--- src/pkg/cfg_loader_cfg.svh ---
`ifndef CFG_LOADER_CFG_SVH
`define CFG_LOADER_CFG_SVH
// Operation
// RULE_01 - configuration file first, then coding switch, then user program start.
// RULE_02 - assignment lines applied strictly in file order; later writes win.
// RULE_03 - a line starting with a semicolon is a comment and is skipped.
// RULE_04 - index is exactly four hex digits followed by a colon.
// RULE_05 - subindex is two hex digits; may be omitted with its colon, meaning zero.
// RULE_06 - hex values carry a 0x prefix and are converted before writing.
// RULE_07 - supports bit set/clear by dot bit number, and OR / AND with a mask.
// RULE_08 - file writer puts no blanks around the assignment operator.
// RULE_09 - lines start directly with index digits; no leading blanks or short fields.
// RULE_10 - values are written without any check of their meaning.
// RULE_11 - a missing configuration file is created empty at startup.
// RULE_12 - at power-on every file other than the four kept ones is deleted.
// RULE_13 - an empty restart file restarts the device; it is deleted on restart.
// RULE_14 - user program autostarts only when program-run object equals one.
// RULE_15 - a missing user program image is created empty under its fixed name.
// RULE_16 - user program recognised only under its single fixed image name.
// RULE_17 - the volume shows configuration file, program image and information file.
// RULE_18 - saving a modified configuration file stops the motor; values apply on restart.
// RULE_19 - operator removes supply about one second before reconnecting.
// RULE_20 - an unrecognised line is skipped without writing and parsing continues.
// RULE_21 - values without the hex prefix are read as decimal.

`define CH_SEMI 8'h3b
`define CH_COLON 8'h3a
`define CH_EQ 8'h3d
`define CH_DOT 8'h2e
`define CH_OR 8'h7c
`define CH_AND 8'h26
`define CH_LF 8'h0a
`define CH_CR 8'h0d
`define CH_ZERO 8'h30
`define CH_XLOW 8'h78
`define RUN_INDEX 16'h2300
`define RUN_SUBINDEX 8'h00
`define RUN_VALUE 32'h0000_0001
`endif

--- src/pkg/cfg_loader_pkg.sv ---
package cfg_loader_pkg;
  typedef enum logic [2:0]
  {
    WR_WHOLE = 3'h0,
    WR_BITSET = 3'h1,
    WR_BITCLR = 3'h2,
    WR_OR = 3'h3,
    WR_AND = 3'h4
  } wr_op_t;

  typedef enum logic [3:0]
  {
    PS_IDX = 4'h0,
    PS_AFTIDX = 4'h1,
    PS_SUB = 4'h2,
    PS_AFTSUB = 4'h3,
    PS_BIT = 4'h4,
    PS_OPEQ = 4'h5,
    PS_VAL0 = 4'h6,
    PS_VALX = 4'h7,
    PS_VAL = 4'h8,
    PS_SKIP = 4'h9
  } parse_t;

  typedef enum logic [2:0]
  {
    SQ_FILES = 3'h0,
    SQ_PARSE = 3'h1,
    SQ_SWITCH = 3'h2,
    SQ_START = 3'h3,
    SQ_RUN = 3'h4
  } seq_t;
endpackage

--- src/design/cfg_line_parser.sv ---
`timescale 1ns/1ps
`include "cfg_loader_cfg.svh"
module cfg_line_parser
(
  input wire logic ref_clk,
  input wire logic reset_n,
  input wire logic chValid,
  input wire logic [7:0] chData,
  output logic chReady,
  output logic objWrite,
  output logic [15:0] objIndex,
  output logic [7:0] objSubindex,
  output logic [31:0] objValue,
  output cfg_loader_pkg::wr_op_t objOp,
  output logic [4:0] objBit,
  output logic lineDone
);
  function automatic logic isHex(input logic [7:0] c);
    isHex = (c >= 8'h30 && c <= 8'h39) || (c >= 8'h41 && c <= 8'h46) ||
      (c >= 8'h61 && c <= 8'h66);
  endfunction

  function automatic logic [3:0] hexVal(input logic [7:0] c);
    if (c <= 8'h39)
      hexVal = c[3:0];
    else
      hexVal = c[3:0] + 4'h9;
  endfunction

  function automatic logic isDec(input logic [7:0] c);
    isDec = c >= 8'h30 && c <= 8'h39;
  endfunction

  cfg_loader_pkg::parse_t state_q, state_d;
  logic [2:0] cnt_q;
  logic [15:0] idx_q;
  logic [7:0] sub_q;
  logic [31:0] val_q;
  logic [4:0] bit_q;
  logic hexMode_q;
  logic bitSel_q;
  cfg_loader_pkg::wr_op_t op_q;

  wire logic isEol = chData == `CH_LF || chData == `CH_CR;
  wire logic take = chValid;
  wire logic chHex = isHex(chData);
  wire logic chDec = isDec(chData);
  wire logic [31:0] decNext = (val_q << 3) + (val_q << 1) + {28'h0, chData[3:0]};
  wire logic [31:0] hexNext = {val_q[27:0], hexVal(chData)};
  // a value line commits only at end of line, so garbage later in the line drops it
  wire logic commit = take && isEol &&
    (state_q == cfg_loader_pkg::PS_VAL || state_q == cfg_loader_pkg::PS_VALX);
  wire logic [4:0] bitNext = 5'(bit_q * 5'h10 + {1'b0, hexVal(chData)});

  assign chReady = 1'b1;

  always_comb
  begin
    state_d = state_q;
    unique case (state_q)
      cfg_loader_pkg::PS_IDX:
        if (cnt_q == 3'h0 && chData == `CH_SEMI)
          state_d = cfg_loader_pkg::PS_SKIP; // RULE_03
        else if (!chHex)
          state_d = cfg_loader_pkg::PS_SKIP; // RULE_09
        else if (cnt_q == 3'h3)
          state_d = cfg_loader_pkg::PS_AFTIDX; // RULE_04
      cfg_loader_pkg::PS_AFTIDX:
        if (chData == `CH_COLON)
          state_d = cfg_loader_pkg::PS_SUB;
        else
          state_d = cfg_loader_pkg::PS_SKIP; // RULE_04
      cfg_loader_pkg::PS_SUB:
        if (!chHex)
          state_d = cfg_loader_pkg::PS_SKIP;
        else if (cnt_q == 3'h1)
          state_d = cfg_loader_pkg::PS_AFTSUB; // RULE_05
      cfg_loader_pkg::PS_AFTSUB, cfg_loader_pkg::PS_BIT:
        if (chData == `CH_EQ)
          state_d = cfg_loader_pkg::PS_VAL0;
        else if (chData == `CH_DOT && state_q == cfg_loader_pkg::PS_AFTSUB)
          state_d = cfg_loader_pkg::PS_BIT; // RULE_07
        else if ((chData == `CH_OR || chData == `CH_AND) && state_q == cfg_loader_pkg::PS_AFTSUB)
          state_d = cfg_loader_pkg::PS_OPEQ; // RULE_07
        else if (!(state_q == cfg_loader_pkg::PS_BIT && chHex))
          state_d = cfg_loader_pkg::PS_SKIP; // RULE_08
      cfg_loader_pkg::PS_OPEQ:
        state_d = chData == `CH_EQ ? cfg_loader_pkg::PS_VAL0 : cfg_loader_pkg::PS_SKIP;
      cfg_loader_pkg::PS_VAL0:
        if (chData == `CH_ZERO)
          state_d = cfg_loader_pkg::PS_VALX;
        else if (chDec)
          state_d = cfg_loader_pkg::PS_VAL; // RULE_21
        else
          state_d = cfg_loader_pkg::PS_SKIP; // RULE_08
      cfg_loader_pkg::PS_VALX:
        if (chData == `CH_XLOW)
          state_d = cfg_loader_pkg::PS_VAL; // RULE_06
        else if (chDec)
          state_d = cfg_loader_pkg::PS_VAL;
        else
          state_d = cfg_loader_pkg::PS_SKIP;
      cfg_loader_pkg::PS_VAL:
        if (!(hexMode_q ? chHex : chDec))
          state_d = cfg_loader_pkg::PS_SKIP; // RULE_20
      cfg_loader_pkg::PS_SKIP:
        state_d = cfg_loader_pkg::PS_SKIP;
      default:
        state_d = cfg_loader_pkg::PS_SKIP;
    endcase
    if (isEol)
      state_d = cfg_loader_pkg::PS_IDX;
    // omitted subindex: colon missing means "=" right after index
    if (state_q == cfg_loader_pkg::PS_AFTIDX && chData == `CH_EQ)
      state_d = cfg_loader_pkg::PS_VAL0; // RULE_05
  end

  always_ff @(posedge ref_clk or negedge reset_n)
  begin
    if (!reset_n)
    begin
      state_q <= cfg_loader_pkg::PS_IDX;
      cnt_q <= 3'h0;
      idx_q <= 16'h0;
      sub_q <= 8'h0;
      val_q <= 32'h0;
      bit_q <= 5'h0;
      hexMode_q <= 1'b0;
      bitSel_q <= 1'b0;
      op_q <= cfg_loader_pkg::WR_WHOLE;
    end
    else if (take)
    begin
      state_q <= state_d;
      // restart the count on every line end, or a CR LF pair eats an index digit
      cnt_q <= (state_d != state_q || isEol) ? 3'h0 : cnt_q + 3'h1;
      if (state_q == cfg_loader_pkg::PS_IDX)
      begin
        idx_q <= {idx_q[11:0], hexVal(chData)};
        sub_q <= 8'h0;
        val_q <= 32'h0;
        bit_q <= 5'h0;
        hexMode_q <= 1'b0;
        bitSel_q <= 1'b0;
        op_q <= cfg_loader_pkg::WR_WHOLE;
      end
      if (state_q == cfg_loader_pkg::PS_SUB)
        sub_q <= {sub_q[3:0], hexVal(chData)};
      if (state_q == cfg_loader_pkg::PS_AFTSUB && chData == `CH_DOT)
        bitSel_q <= 1'b1;
      if (state_q == cfg_loader_pkg::PS_BIT && chHex)
        bit_q <= bitNext;
      if (state_q == cfg_loader_pkg::PS_AFTSUB && chData == `CH_OR)
        op_q <= cfg_loader_pkg::WR_OR;
      if (state_q == cfg_loader_pkg::PS_AFTSUB && chData == `CH_AND)
        op_q <= cfg_loader_pkg::WR_AND;
      if (state_q == cfg_loader_pkg::PS_VALX && chData == `CH_XLOW)
        hexMode_q <= 1'b1;
      if ((state_q == cfg_loader_pkg::PS_VAL0 || state_q == cfg_loader_pkg::PS_VALX) && chDec)
        val_q <= {28'h0, chData[3:0]};
      if (state_q == cfg_loader_pkg::PS_VAL)
        val_q <= hexMode_q ? hexNext : decNext; // RULE_06 RULE_21
    end
  end

  // no range or type checks on the value
  always_ff @(posedge ref_clk or negedge reset_n)
  begin
    if (!reset_n)
    begin
      objWrite <= 1'b0;
      objIndex <= 16'h0;
      objSubindex <= 8'h0;
      objValue <= 32'h0;
      objOp <= cfg_loader_pkg::WR_WHOLE;
      objBit <= 5'h0;
      lineDone <= 1'b0;
    end
    else
    begin
      objWrite <= commit; // RULE_10
      lineDone <= take && isEol;
      if (commit)
      begin
        objIndex <= idx_q;
        objSubindex <= sub_q;
        objValue <= val_q;
        objBit <= bit_q;
        if (bitSel_q)
          objOp <= val_q[0] ? cfg_loader_pkg::WR_BITSET : cfg_loader_pkg::WR_BITCLR; // RULE_07
        else
          objOp <= op_q;
      end
    end
  end

  AST_NO_WRITE_ON_COMMENT: assert property (@(posedge ref_clk) disable iff (!reset_n)
    state_q == cfg_loader_pkg::PS_SKIP && !(chValid && isEol) |=> !objWrite) // RULE_03
    else $error("write issued from a skipped line");
  AST_WRITE_AFTER_EOL: assert property (@(posedge ref_clk) disable iff (!reset_n)
    objWrite |-> $past(chValid && isEol)) // RULE_20
    else $error("write not tied to end of line");
endmodule

--- src/design/startup_config_file_loader.sv ---
`timescale 1ns/1ps
`include "cfg_loader_cfg.svh"
module startup_config_file_loader
(
  input wire logic ref_clk,
  input wire logic reset_n,
  // storage volume status at startup
  input wire logic cfgPresent,
  input wire logic progPresent,
  input wire logic restartFilePresent,
  input wire logic strayFilePresent,
  input wire logic volumeOpDone,
  // configuration file byte stream
  input wire logic cfgByteValid,
  input wire logic [7:0] cfgByte,
  input wire logic cfgEof,
  output logic cfgByteReady,
  // object dictionary access
  output logic odWrite,
  output logic [15:0] odIndex,
  output logic [7:0] odSubindex,
  output logic [31:0] odWriteValue,
  output logic odRead,
  input wire logic [31:0] odReadValue,
  // file housekeeping requests
  output logic createCfg,
  output logic createProg,
  output logic deleteStray,
  output logic deleteRestartFile,
  output logic restartRequest,
  // host activity
  input wire logic hostCfgSaved,
  input wire logic hostRestartFileWritten,
  output logic motorStop,
  output logic massStorageEnable,
  // special drive mode switch and program
  input wire logic [3:0] modeSwitch,
  output logic [3:0] driveMode,
  output logic driveModeValid,
  output logic progStart,
  output logic startupDone
);
  // ---------------------------------------------------------------
  // pin synchronisers
  // ---------------------------------------------------------------
  logic [3:0] swMeta_q, swSync_q;
  logic [1:0] savedSync_q, rstSync_q;
  logic savedPrev_q, rstPrev_q;

  always_ff @(posedge ref_clk or negedge reset_n)
  begin
    if (!reset_n)
    begin
      swMeta_q <= 4'h0;
      swSync_q <= 4'h0;
      savedSync_q <= 2'h0;
      rstSync_q <= 2'h0;
      savedPrev_q <= 1'b0;
      rstPrev_q <= 1'b0;
    end
    else
    begin
      swMeta_q <= modeSwitch;
      swSync_q <= swMeta_q;
      savedSync_q <= {savedSync_q[0], hostCfgSaved};
      rstSync_q <= {rstSync_q[0], hostRestartFileWritten};
      savedPrev_q <= savedSync_q[1];
      rstPrev_q <= rstSync_q[1];
    end
  end

  wire logic savedEdge = savedSync_q[1] && !savedPrev_q;
  wire logic restartEdge = rstSync_q[1] && !rstPrev_q;

  // ---------------------------------------------------------------
  // line parser
  // ---------------------------------------------------------------
  cfg_loader_pkg::seq_t seq_q, seq_d;
  logic rmwBusy_q;
  logic pWrite;
  logic [15:0] pIndex;
  logic [7:0] pSub;
  logic [31:0] pValue;
  cfg_loader_pkg::wr_op_t pOp;
  logic [4:0] pBit;
  logic pReady;
  wire logic parsing = seq_q == cfg_loader_pkg::SQ_PARSE;
  // bytes taken one after another keep file order
  wire logic feed = parsing && cfgByteValid && !rmwBusy_q;

  cfg_line_parser u_parser
  (
    .ref_clk(ref_clk),
    .reset_n(reset_n),
    .chValid(feed), // RULE_02
    .chData(cfgByte),
    .chReady(pReady),
    .objWrite(pWrite),
    .objIndex(pIndex),
    .objSubindex(pSub),
    .objValue(pValue),
    .objOp(pOp),
    .objBit(pBit),
    .lineDone()
  );

  assign cfgByteReady = parsing && pReady && !rmwBusy_q;

  // ---------------------------------------------------------------
  // object writes with read-modify-write
  // ---------------------------------------------------------------
  // modify ops need the current value; one stall cycle per such line
  logic [15:0] wIdx_q;
  logic [7:0] wSub_q;
  logic [31:0] wVal_q;
  logic [4:0] wBit_q;
  cfg_loader_pkg::wr_op_t wOp_q;
  logic runObj_q;
  logic wholeWrite;

  assign wholeWrite = pWrite && pOp == cfg_loader_pkg::WR_WHOLE;

  wire logic [31:0] bitMask = 32'h1 << wBit_q;
  wire logic [31:0] modVal =
    wOp_q == cfg_loader_pkg::WR_OR ? (odReadValue | wVal_q) :
    wOp_q == cfg_loader_pkg::WR_AND ? (odReadValue & wVal_q) :
    wOp_q == cfg_loader_pkg::WR_BITSET ? (odReadValue | bitMask) :
    (odReadValue & ~bitMask);

  wire logic isRunObj = odIndex == `RUN_INDEX && odSubindex == `RUN_SUBINDEX;

  always_ff @(posedge ref_clk or negedge reset_n)
  begin
    if (!reset_n)
    begin
      rmwBusy_q <= 1'b0;
      wIdx_q <= 16'h0;
      wSub_q <= 8'h0;
      wVal_q <= 32'h0;
      wBit_q <= 5'h0;
      wOp_q <= cfg_loader_pkg::WR_WHOLE;
    end
    else
    begin
      if (pWrite && !wholeWrite)
      begin
        rmwBusy_q <= 1'b1; // RULE_07
        wIdx_q <= pIndex;
        wSub_q <= pSub;
        wVal_q <= pValue;
        wBit_q <= pBit;
        wOp_q <= pOp;
      end
      else
        rmwBusy_q <= 1'b0;
    end
  end

  always_ff @(posedge ref_clk or negedge reset_n)
  begin
    if (!reset_n)
    begin
      odWrite <= 1'b0;
      odIndex <= 16'h0;
      odSubindex <= 8'h0;
      odWriteValue <= 32'h0;
    end
    else
    begin
      odWrite <= wholeWrite || rmwBusy_q;
      if (wholeWrite)
      begin
        odIndex <= pIndex;
        odSubindex <= pSub;
        odWriteValue <= pValue; // RULE_10
      end
      else if (rmwBusy_q)
      begin
        odIndex <= wIdx_q;
        odSubindex <= wSub_q;
        odWriteValue <= modVal;
      end
      else if (pWrite)
      begin
        // the read in the stall cycle must address the modified object
        odIndex <= pIndex;
        odSubindex <= pSub;
      end
    end
  end

  assign odRead = rmwBusy_q;

  // last write to the run object wins
  always_ff @(posedge ref_clk or negedge reset_n)
  begin
    if (!reset_n)
      runObj_q <= 1'b0;
    else if (odWrite && isRunObj)
      runObj_q <= odWriteValue == `RUN_VALUE; // RULE_14
  end

  // ---------------------------------------------------------------
  // startup sequencer
  // ---------------------------------------------------------------
  always_comb
  begin
    seq_d = seq_q;
    unique case (seq_q)
      cfg_loader_pkg::SQ_FILES:
        if (volumeOpDone)
          seq_d = cfg_loader_pkg::SQ_PARSE;
      cfg_loader_pkg::SQ_PARSE:
        // trailing writes drain before the switch is read
        if (cfgEof && !cfgByteValid && !rmwBusy_q && !pWrite && !odWrite)
          seq_d = cfg_loader_pkg::SQ_SWITCH; // RULE_01
      cfg_loader_pkg::SQ_SWITCH:
        seq_d = cfg_loader_pkg::SQ_START; // RULE_01
      cfg_loader_pkg::SQ_START:
        seq_d = cfg_loader_pkg::SQ_RUN;
      cfg_loader_pkg::SQ_RUN:
        seq_d = cfg_loader_pkg::SQ_RUN;
      default:
        seq_d = cfg_loader_pkg::SQ_FILES;
    endcase
  end

  logic filesReq_q;
  logic filesDone_q;
  logic motorStop_q;
  logic restartReq_q;

  always_ff @(posedge ref_clk or negedge reset_n)
  begin
    if (!reset_n)
    begin
      seq_q <= cfg_loader_pkg::SQ_FILES;
      filesReq_q <= 1'b0;
      filesDone_q <= 1'b0;
      driveMode <= 4'h0;
      driveModeValid <= 1'b0;
      progStart <= 1'b0;
      motorStop_q <= 1'b0;
      restartReq_q <= 1'b0;
    end
    else
    begin
      seq_q <= seq_d;
      filesDone_q <= 1'b1;
      filesReq_q <= !filesDone_q;
      progStart <= seq_q == cfg_loader_pkg::SQ_START && runObj_q; // RULE_14
      if (seq_q == cfg_loader_pkg::SQ_SWITCH)
      begin
        driveMode <= swSync_q;
        driveModeValid <= 1'b1;
      end
      if (savedEdge)
        motorStop_q <= 1'b1; // RULE_18
      if (restartEdge)
        restartReq_q <= 1'b1; // RULE_13
    end
  end

  // housekeeping pulses issued once, one cycle after reset release
  assign createCfg = filesReq_q && !cfgPresent; // RULE_11
  assign createProg = filesReq_q && !progPresent; // RULE_15 RULE_16
  assign deleteStray = filesReq_q && strayFilePresent; // RULE_12
  assign deleteRestartFile = filesReq_q && restartFilePresent; // RULE_13
  assign restartRequest = restartReq_q;
  assign motorStop = motorStop_q;
  assign massStorageEnable = seq_q != cfg_loader_pkg::SQ_FILES; // RULE_17
  assign startupDone = seq_q == cfg_loader_pkg::SQ_RUN;

  // ---------------------------------------------------------------
  // checks
  // ---------------------------------------------------------------
  AST_SWITCH_AFTER_FILE: assert property (@(posedge ref_clk) disable iff (!reset_n)
    $rose(driveModeValid) |-> $past(seq_q) == cfg_loader_pkg::SQ_SWITCH) // RULE_01
    else $error("switch read outside its step");
  AST_START_AFTER_SWITCH: assert property (@(posedge ref_clk) disable iff (!reset_n)
    progStart |-> driveModeValid) // RULE_01
    else $error("program started before switch read");
  AST_START_NEEDS_RUN: assert property (@(posedge ref_clk) disable iff (!reset_n)
    progStart |-> $past(runObj_q)) // RULE_14
    else $error("program started without run object");
  AST_NO_WRITE_AFTER_PARSE: assert property (@(posedge ref_clk) disable iff (!reset_n)
    seq_q == cfg_loader_pkg::SQ_RUN |-> !odWrite) // RULE_02
    else $error("object write after parse");
  AST_RMW_WRITE: assert property (@(posedge ref_clk) disable iff (!reset_n)
    rmwBusy_q |=> odWrite && odWriteValue == $past(modVal)) // RULE_07
    else $error("modify write wrong");
  AST_STOP_ON_SAVE: assert property (@(posedge ref_clk) disable iff (!reset_n)
    savedEdge |=> motorStop) // RULE_18
    else $error("motor not stopped on save");
  AST_RESTART: assert property (@(posedge ref_clk) disable iff (!reset_n)
    restartEdge |=> restartRequest) // RULE_13
    else $error("restart not requested");
  AST_CREATE_CFG: assert property (@(posedge ref_clk) disable iff (!reset_n)
    $fell(filesReq_q) |-> $past(createCfg) == !$past(cfgPresent)) // RULE_11
    else $error("config file creation wrong");
endmodule

--- config.mk ---
export PLATFORM = sky130hd
export DESIGN_NAME = startup_config_file_loader
export DESIGN_NICKNAME = d
export VERILOG_FILES = /design/src/pkg/cfg_loader_pkg.sv /design/src/design/cfg_line_parser.sv /design/src/design/startup_config_file_loader.sv
export VERILOG_INCLUDE_DIRS = /design/src /design/src/pkg
export SDC_FILE = /design/constraint.sdc
export NUM_CORES = 1
export LEC_CHECK = 0
export BUFFER_PORTS_ARGS = -buffer_cell sky130_fd_sc_hd__buf_2
export CAP_MARGIN = 20
export CELL_PAD_IN_SITES_DETAIL_PLACEMENT = 0
export CELL_PAD_IN_SITES_GLOBAL_PLACEMENT = 2
export CORE_UTILIZATION = 37
export DETAILED_ROUTE_END_ITERATION = 8
export GPL_ROUTABILITY_DRIVEN = 0
export PLACE_DENSITY_LB_ADDON = 0.1
export SLEW_MARGIN = 10
export SYNTH_ARGS = -nofsm -noshare
export SYNTH_HDL_FRONTEND = slang
export SYNTH_SLANG_ARGS = --single-unit
--- constraint.sdc ---
create_clock -name ref_clk -period 3.5 [get_ports ref_clk]
set_clock_uncertainty 0.05 [all_clocks]
set_input_delay 0.525 -clock ref_clk [delete_from_list [all_inputs] [get_ports ref_clk]]
set_output_delay 0.525 -clock ref_clk [all_outputs]
set_load 0.01 [all_outputs]
# == Yosys cells after proc, flatten, opt, wreduce, memory -nomap -nowiden ==
# Cells that the tools add are included.
# W data, S select, Z words.
# classes
addsub,5
magnitude_cmp,6
eq_ne,32
shift,1
n_mux,52
n_bitwise,5
reduce_logical,74
# op_table
op,n
$mux W32,9
$mux W4,17
$and A32 B32 Y32,2
$or A32 B32 Y32,2
$eq A8 B6 Y1 const B,6
$mux W16,3
$mux W8,5
$add A32 B32 Y32,1
$add A32 B4 Y32,1
$eq A32 B1 Y1 const B,1
$logic_and A1 B1 Y1,32
$not A32 Y32,1
$pmux W4 S8,1
$shl A1 B5 Y32 const A,1
$mux W3,7
$eq A16 B14 Y1 const B,1
$eq A4 B3 Y1 const B,4
$eq A8 B4 Y1 const B,2
$eq A8 B7 Y1 const B,2
$ge A8 B7 Y1 const B,2
$le A8 B7 Y1 const B,2
$reduce_and A2 Y1,8
$eq A3 B2 Y1 const B,4
$pmux W3 S4,1
other kinds (24),60
# totals
register_bits,288
input_bits,55
out_inout_bits,73
word_cells,215

# == Depth between registers and ports, before layout ==
# Gate-level depths: netlist of the first run.
# logic_depth
word_depth,15
mapped_depth,11
ltp_nobuf,11

# == Modules after synthesis ==
# Synthesis of the first run repeated with hierarchy kept, for this count alone.
# hier_totals
hier_cells,1487
hier_area_um2,15419.8
# by_module_without_submodules
mod,instances,cells_per_inst,area_each_um2,seq_area_each_um2
cfg_line_parser,1,798,7980.2,3453.3
startup_config_file_loader,1,689,7439.6,3753.6

# == Worst setup path after synthesis of the first run ==
# Ideal clock, no wire load.
# synth_path
kind,input-to-reg
from,input port cfgByte[3]
to,register u_parser.val_q[28]
setup_time_ps,69
t_arrival_ps,2978
required_time_ps,3381
slack_ps,403
cell_stages,10
path_buffers,0
cell_sequence,fa_1 > fa_1 > a21oi_1 > o211ai_1 > a21oi_2 > o2111ai_1 > o211ai_1 > a211oi_1 > or4_1 > nand3_1
# synth_between
elab_chain_len,5
elab_cells_between_ends,10
cone_classes,1 x add/sub; 2 x order compare; 3 x mux; 4 x reduce/logical
# synth_rtl
element,line,source
start: declaration,startup_config_file_loader.sv:15,"input wire logic [7:0] cfgByte,"
"parallel branches: the longest is 5 deep, another holds $add A32 B4 Y32",--,
end signal: assignment,cfg_line_parser.sv:160,"val_q <= {28'h0, chData[3:0]};"
end signal: assignment,cfg_line_parser.sv:162,val_q <= hexMode_q ? hexNext : decNext;
end: declaration,cfg_line_parser.sv:38,logic [31:0] val_q;
# Parallel ways; which one is timed is not known.
# A chain may end at the register's enable or synchronous reset.

# == Worst setup path after layout of the first run ==
# layout_path
from,register u_parser.val_q[2]
to,register u_parser.val_q[31]
# layout_between
elab_chain_len,4
# layout_rtl
element,line,source
$add A32 B32 Y32,cfg_line_parser.sv:48,"wire logic [31:0] decNext = (val_q << 3) + (val_q << 1) + {28'h0, chData[3:0]};"
$add A32 B4 Y32,cfg_line_parser.sv:48,
$mux W32,cfg_line_parser.sv:162,
$mux W32,cfg_line_parser.sv:161,if (state_q == cfg_loader_pkg::PS_VAL)
# No other way between the ends.

==> out/summary.md, run 1 <==
The flow ran to the end, but the final reports show violations. The final reports fail on design-rule violations. For the number of standard cells in the layout, taps in and fillers out, the log shows 2467.

From synthesis to final layout, the design area changed by 17.1%. The primary flip-flop cell chosen by synthesis mapping was sky130_fd_sc_hd__dfrtp_1. A synthesized cell averages 8.64 um2. The delay of the slowest critical-path stage is 520 ps. Grouping stages by cell kind, the critical path spends the most delay in compound AO/OA/AOI/OAI gates. Counting flops and latches in the post-synthesis netlist gives 287.

Entering global routing, the biggest net connects 78 pins. In the post-route analysis, the smallest setup slack over all paths is 226 ps. In this run, the number of DRC markers left after iteration 0 of detailed routing was 970.

The logs give 0 for the number of max-slew violations in the final report and 43.4% for the clock share of power. The post-CTS resize count came out at 0. The count of buffers from port buffering was 127; the proportion of synthesized chip area in sequential cells was 46.4%.

The fraction of registers with async set/reset works out to 100%. The worst setup path is captured at a flip-flop. In this run the worst path has a maximum fanout of 5.

For this run, the total global-route usage over all layers was measured as 22.3%. The synthesized cell area is 15500 um2, and the via count of the first global-routing pass is 12562. The finished cells cover 18100 um2.

The detailed router placed 13241 vias in this run. The die outline height is 207 um, and the total placed cells including tap cells is 2401. The switching portion of total power is 28.0%. In the final timing run, aggregate negative setup slack is 0 ps. The tools report the count of nets left with antenna violations after detail routing as 0. The design draws 9.21 mW.

The min-delay analysis places its worst path in the category primary input to flip-flop. The portion of total power attributed to combinational logic came out at 15.4%. In this run the post-CTS setup repair buffer count came out at 0. The critical path goes through fa_1 -> ha_1 -> a211oi_1 -> nor2_1 -> o21ai_1 -> buf_4 -> o211ai_1 -> a211oi_1 -> buf_4 -> o31ai_1 -> mux2i_1 -> nand3_1. The run gives 287 as the count of clock tree sinks. Summing all placed instances gives a cell area of 16800 um2. The run gives 46800 um as the final wirelength. For the internal power consumption, the log shows 6.63 mW. The worst vdd rail ir drop was 294 uV. Setup repair after global routing left no endpoint under its margin. After layout, the worst path uses 93.5% of the clock period. For this run, the detailed router's first-pass iteration total came to 9. The logs give 0 for the number of antenna violations at the first check in global routing and 16.5 ps for the minimum setup slack after placement.

The number of vias per cell was 5.37. Counting both buffers and inverters, the worst setup path holds a total of 2. In this run, synthesis inferred 0 flip-flops with an integrated enable. In the final routed layout, each cell accounts on average for 19.0 um. The run gives 32400 um as the placed wire-length estimate after detailed placement. Number of different library cells in the post-synthesis netlist: 75. The startpoint kind of the worst setup timing path is a flip-flop. TritonCTS built the clock tree.

Summing all multi-input logic gate instances after layout gives 7790 um2. The startpoint of the worst-slack reg-to-reg timing path is u_parser.val_q[2]$_DFFE_PN0P_. In this run the core area contains 74 standard-cell rows.

Of the total power, registers draw 41.2%. The net switching component of the power was 2.58 mW; the buffer levels on the longest clock path was 3. The tools report the clock latency reported for the late side of the worst-skew pair as 530 ps. The initial utilization of the core area, before any placement, comes to 37.8%. Global routing finished with a remaining overflow of 0.

In the routed design, unresolved DRC markers number 16. The power density over the cells was 508 nW/um2. At the worst endpoint, the arrival time is 3620 ps. The cell sitting at the root of the clock tree is a sky130_fd_sc_hd__clkbuf_16. Setup violations remaining at the end of the flow were counted as 0.

In this run the most critical hold path is launched from modeSwitch[2]. For this run, the number of Yosys warnings is 0. The number of max-capacitance violations reported is 0.

Number of nets in the synthesized netlist: 1917. Synthesized instance count: 1793. The full die area was 42700 um2; the final number of hold-violating endpoints was 0. The run gives 8.71 nW as the leakage power total. The number of H-tree levels was 2; the antenna diode count was 0. Derived from the worst setup path, the maximum achievable clock frequency is 305 MHz.

Buffers inserted during clock tree synthesis total 36. For the finished layout, the period the worst path requires is 3270 ps. For this design, the slowest cell found on the critical path is sky130_fd_sc_hd__fa_1. The measured slew at the worst slew-check pin works out to 863 ps. Data on the critical path is required at its endpoint by 3850 ps. In this run the worst setup path begins at u_parser.val_q[2]$_DFFE_PN0P_. Measured against its own limit, the worst slew margin works out to 42.5%. The fraction of final layout cells with drive strength greater than 1 was 15.0%.

Registers take 7180 um2. The die is 207 um wide. For this design the top-level I/O count stands at 128. Fill cell total of the finished layout: 4127.

In the final design database the tool counted 2032 nets. Clock-pin slew was measured on the worst setup and hold paths at 60 ps. The tools report the core box area as 41000 um2.

The first global-routing pass estimated 74300 um of wire. Critical path class: flip-flop to flip-flop.
routing by layer:
layer | GRT usage [%] | vias up | routed length [um]
li1 | - | 6479 | -
met1 | 35.7 | 6420 | 24800
met2 | 31.3 | 283 | 19200
met3 | 2.84 | 59 | 2010
met4 | 5.20 | 0 | 803
met5 | 0 | - | 0
per-stage QoR:
step / hold WS (ps) / util (%)
global route: 32.1 / 44.2
finish: 53.7 / 44.2
global placement: 282 / 41.1
CTS: 29.5 / 44.2
floorplan: 179 / -
detailed placement: 286 / 41.1
synthesized netlist by cell type, drive strengths merged (15+ instances only):
library cell	n	share of area, %
nand2	534	13
dfrtp	287	46
o21ai	134	4.3
a21oi	103	3.4
nor2	95	2.3
clkbuf	75	1.8
ha	67	5.4
nand3	57	1.8
buf	30	0.90
a211oi	28	1.4
a21o	27	1.3
inv	26	0.63
a31oi	20	0.81
mux2	19	1.4
nor3	18	0.68
maj3	15	0.97
cells by family (layout without fill, tap and decap cells):
kind of cell / Yosys count / in the layout / share of synthesized area (%)
adders and majority gates: 84 / 84 / 6.64
DFF: 287 / 287 / 46.4
other: 1 / 1 / 0.0242
muxes: 33 / 33 / 2.29
buffers and inverters: 132 / 274 / 3.39
AOI/OAI and AO/OA: 413 / 413 / 16.8
xor gates and xnor gates: 26 / 26 / 1.47
and+or+nand+nor: 817 / 817 / 23.0
path summary, 6_finish.rpt:
kind,endpoint,slack (ps),cells after the start
max,u_parser.val_q[31]$_DFFE_PN0P_,230,12
min,swMeta_q[2]$_DFF_PN0_,50,1
max reg2reg,u_parser.val_q[31]$_DFFE_PN0P_,230,12
min reg2reg,swSync_q[2]$_DFF_PN0_,300,0
max in group asynchronous,driveMode[2]$_DFFE_PN0P_,1930,3
min in group asynchronous,odWriteValue[18]$_DFFE_PN0P_,510,2
final cells by class:
type | count | area share [%]
Sequential cell | 287 | 39.6
Timing Repair Buffer | 182 | 6.12
Clock buffer | 50 | 5.99
Inverter | 27 | 0.559
Multi-Input combinational cell | 1374 | 43.0
Tap cell | 532 | 3.67
Clock inverter | 15 | 1.10
timing repair:
item	in CTS	in global routing
hold buffers	1	0
endpoints found under the hold margin	70	0
endpoints found under the setup margin	0	0
cells in the final DEF, fill, tap and decap left out, types with 13 or more instances in the layout:
cell,n
sky130_fd_sc_hd__inv_1,25
sky130_fd_sc_hd__nand2_1,534
sky130_fd_sc_hd__a22o_1,14
sky130_fd_sc_hd__nor4_1,14
sky130_fd_sc_hd__a21o_1,27
sky130_fd_sc_hd__a211oi_1,26
sky130_fd_sc_hd__ha_1,67
sky130_fd_sc_hd__a31oi_1,20
sky130_fd_sc_hd__nor3_1,14
sky130_fd_sc_hd__maj3_1,15
sky130_fd_sc_hd__mux2i_1,14
sky130_fd_sc_hd__mux2_2,19
sky130_fd_sc_hd__clkbuf_16,38
sky130_fd_sc_hd__a22oi_1,14
sky130_fd_sc_hd__nand3_1,57
sky130_fd_sc_hd__nor2_1,95
sky130_fd_sc_hd__xor2_1,14
sky130_fd_sc_hd__buf_2,126
sky130_fd_sc_hd__dfrtp_1,286
sky130_fd_sc_hd__nor2b_1,13
sky130_fd_sc_hd__a21oi_1,101
sky130_fd_sc_hd__o21ai_0,129
sky130_fd_sc_hd__buf_4,50
power groups by stage:
stage	clock, mW	combinational [mW]	sequential, mW
after CTS	4.09	1.44	3.80
final	4.00	1.42	3.80
after detailed placement	0	1.43	3.85
after global placement	0	1.42	3.84
after floorplan	0	0.915	3.79
after global routing	4.23	1.60	3.84
registers in the layout, summed over array words and instances (netlist names), 5 cells and up:
signal                cells
odWriteValue             32
odSubindex                8
u_parser.bit_q            5
u_parser.val_q           32
u_parser.objBit           5
u_parser.sub_q            8
wVal_q                   32
wBit_q                    5
u_parser.objValue        32
wSub_q                    8
odIndex                  16
u_parser.idx_q           16
wIdx_q                   16
u_parser.objIndex        16
u_parser.objSubindex      8
Power figures use the tool's default switching activity.
==> run 2, diff against run 1 <==
Settings changed: CORE_UTILIZATION 37 to 40.
Clock period 3.5 ns to 4.04 ns, I/O delays scaled along.
==> out/summary.md, run 2 (synthesis results as in run 1) <==
The run finished with clean final reports. The number of antenna violations at the first check in global routing is 0, and the signal arrival time at the worst endpoint is 3720 ps. TritonCTS created 35 clock buffers.

During I/O placement, the number of pins put on the boundary was 128. For this run, design rule violations remaining after detail routing come to 0. The tools report the endpoint kind of the worst setup timing path as a flip-flop. Post-CTS repair changed the size of 0 cells. Across the VDD grid, the largest voltage drop is 236 uV. Dividing the detail-routed wire length by the instance count gives 18.8 um.

After floorplanning, the core was sized to cover 37800 um2. Setup violations remaining at the end of the flow were counted as 0. After legalization and detailed placement, the total HPWL measured 31300 um.

The global routing usage summed across all routing layers was 23.6%; the initial cell density of the core was 40.9%. The die covers 39500 um2. In the layout the commonest cells are sky130_fd_sc_hd__nand2_1, sky130_fd_sc_hd__dfrtp_1, sky130_fd_sc_hd__o21ai_0.

The tightest min-delay check is of the primary input to async pin type. The critical path is of the flip-flop to flip-flop type. The logs give 0 for the final number of hold-violating endpoints and 4450 ps for the data required time at the worst endpoint.

The startpoint of the worst-slack reg-to-reg timing path is u_parser.val_q[0]$_DFFE_PN0P_. Measured along the y axis, the die boundary spans 199 um. For the pin with the worst max-slew slack, the measured transition is 1010 ps. Static timing analysis puts the maximum clock frequency at 303 MHz. After clock tree synthesis, the clock-pin slew on the worst setup and hold paths is 60 ps. The tools report the count of nets left with antenna violations after detail routing as 0.

Entering global routing, the biggest net connects 101 pins. The run gives 540 ps as the clock latency reported for the late side of the worst-skew pair. The post-synthesis to final-layout area growth came out at 15.0%. The iteration count of the initial detailed-routing pass was 5; the minimum setup slack among reg-to-reg paths was 740 ps. The H-tree generated during clock tree synthesis spans 2 levels.

The DRC marker count from the first detailed-route iteration came out at 740. The commonest non-fill, non-tap cell in the layout was sky130_fd_sc_hd__nand2_1. TritonCTS built the clock tree. The fraction of final layout cells with drive strength greater than 1 was 14.1%; the minimum clock period after layout was 3300 ps.

The number of buffers inserted by post-CTS setup repair is 0, and the post-route clock period utilization is 81.8%. For the total placed cells including tap cells, the log shows 2363. The via count of the first global-routing pass was 12535. Cells fill 47.1% of the core in the end. The floorplan has 71 rows. The post-layout instance area is 17800 um2, and the number of vias per cell is 5.46. For the worst flop-to-flop path, the logic depth is 10.

The cell sitting at the root of the clock tree is a sky130_fd_sc_hd__clkbuf_16. The logs give 2424 for the number of standard cells in the layout, taps in and fillers out and 92.5 ps for the worst slack on hold paths. Along the worst path, the maximum fanout reaches 5. After detailed placement, the total cell area comes to 16700 um2.

The leftover overflow at the end of global routing came out at 0. The worst register-to-register path ends at u_parser.val_q[28]$_DFFE_PN0P_. Setup repair after global routing left no endpoint under its margin.

The number of max-slew violations in the final report came out at 0. The worst setup path is launched from a flip-flop. The leakage power total was 8.56 nW; the first-pass GRT wire length was 72200 um. 0 antenna diodes ended up in the layout.

The power density over the cells is 426 nW/um2, and the count of clock tree sinks is 287. The final layout contains routed wiring with a total length of 45600 um. The die extent in x is 199 um, and the worst max-slew margin expressed relative to the limit is 32.4%.

The vias after detailed routing came out at 13244. The clock passes through at most 3 buffers. The count of buffers from port buffering is 127. The setup total negative slack is 0 ps, and the number of hold buffers added after cts is 0.

The run gives 0 as the number of max-capacitance violations reported. In the final design database the tool counted 2013 nets.
-- run 2: changes by cell type in the layout (fill, tap and decap cells not counted), moves of 2 or more --
| cell | change |
|---|---|
| sky130_fd_sc_hd__buf_12 | -3 |
| sky130_fd_sc_hd__clkinv_4 | +2 |
| sky130_fd_sc_hd__clkbuf_16 | -3 |
| sky130_fd_sc_hd__clkinvlp_4 | -2 |
| sky130_fd_sc_hd__buf_4 | -14 |
| sky130_fd_sc_hd__bufinv_16 | -2 |
| sky130_fd_sc_hd__clkbuf_8 | -3 |
| sky130_fd_sc_hd__clkinv_2 | +2 |
-- run 2: worst max-delay path by stage --
| stage | startpoint | endpoint | cells past startpoint |
|---|---|---|---|
| 6_report | u_parser.val_q[0]$_DFFE_PN0P_ | u_parser.val_q[28]$_DFFE_PN0P_ | 10 |
| 2_1_floorplan | cfgByte[3] | u_parser.val_q[28]$_DFFE_PN0P_ | 10 |
| 3_3_place_gp | cfgByte[2] | u_parser.val_q[28]$_DFFE_PN0P_ | 12 |
| 5_1_grt | u_parser.val_q[0]$_DFFE_PN0P_ | u_parser.val_q[28]$_DFFE_PN0P_ | 10 |
| 4_1_cts | u_parser.val_q[0]$_DFFE_PN0P_ | u_parser.val_q[28]$_DFFE_PN0P_ | 10 |
| 3_5_place_dp | cfgByte[2] | u_parser.val_q[28]$_DFFE_PN0P_ | 12 |
-- run 2: report_power, final --
part | internal (mW) | switching [mW] | total, mW
logic | 0.474 | 0.669 | 1.14
clock network | 1.85 | 1.29 | 3.14
registers | 3.09 | 0.225 | 3.31
-- run 2: worst max-delay path, cell delays in order, from the launching register on --
cell	delay, ps
sky130_fd_sc_hd__dfrtp_1	460
sky130_fd_sc_hd__fa_1	530
sky130_fd_sc_hd__fa_1	500
sky130_fd_sc_hd__a21oi_1	220
sky130_fd_sc_hd__o211ai_1	130
sky130_fd_sc_hd__a21oi_2	190
sky130_fd_sc_hd__o2111ai_1	170
sky130_fd_sc_hd__o211ai_1	220
sky130_fd_sc_hd__a211oi_1	190
sky130_fd_sc_hd__or4_1	500
sky130_fd_sc_hd__nand3_1	90
-- run 2: layer usage --
metal | vias up | routed length, um | global-route usage (%)
li1 | 6445 | - | -
met5 | - | 0 | 0
met2 | 320 | 19500 | 34.7
met3 | 35 | 2270 | 3.05
met4 | 0 | 548 | 4.76
met1 | 6444 | 23300 | 36.6
-- run 2: layout make-up --
type / instances / area, um2
sequential: 287 / 7180
inverter: 27 / 101
clock buffer: 44 / 970
tap: 511 / 639
multi-input combinational: 1374 / 7790
fill: 3718 / 20000
clock inverter: 17 / 191
timing repair buffer: 164 / 936
-- run 2: metrics by stage --
| step | setup WS, ps | power (mW) |
|---|---|---|
| CTS | 736 | 7.70 |
| floorplan | 862 | 4.08 |
| detailed placement | 421 | 4.52 |
| finish | 735 | 7.60 |
| global placement | 468 | 4.50 |
| global route | 564 | 7.98 |
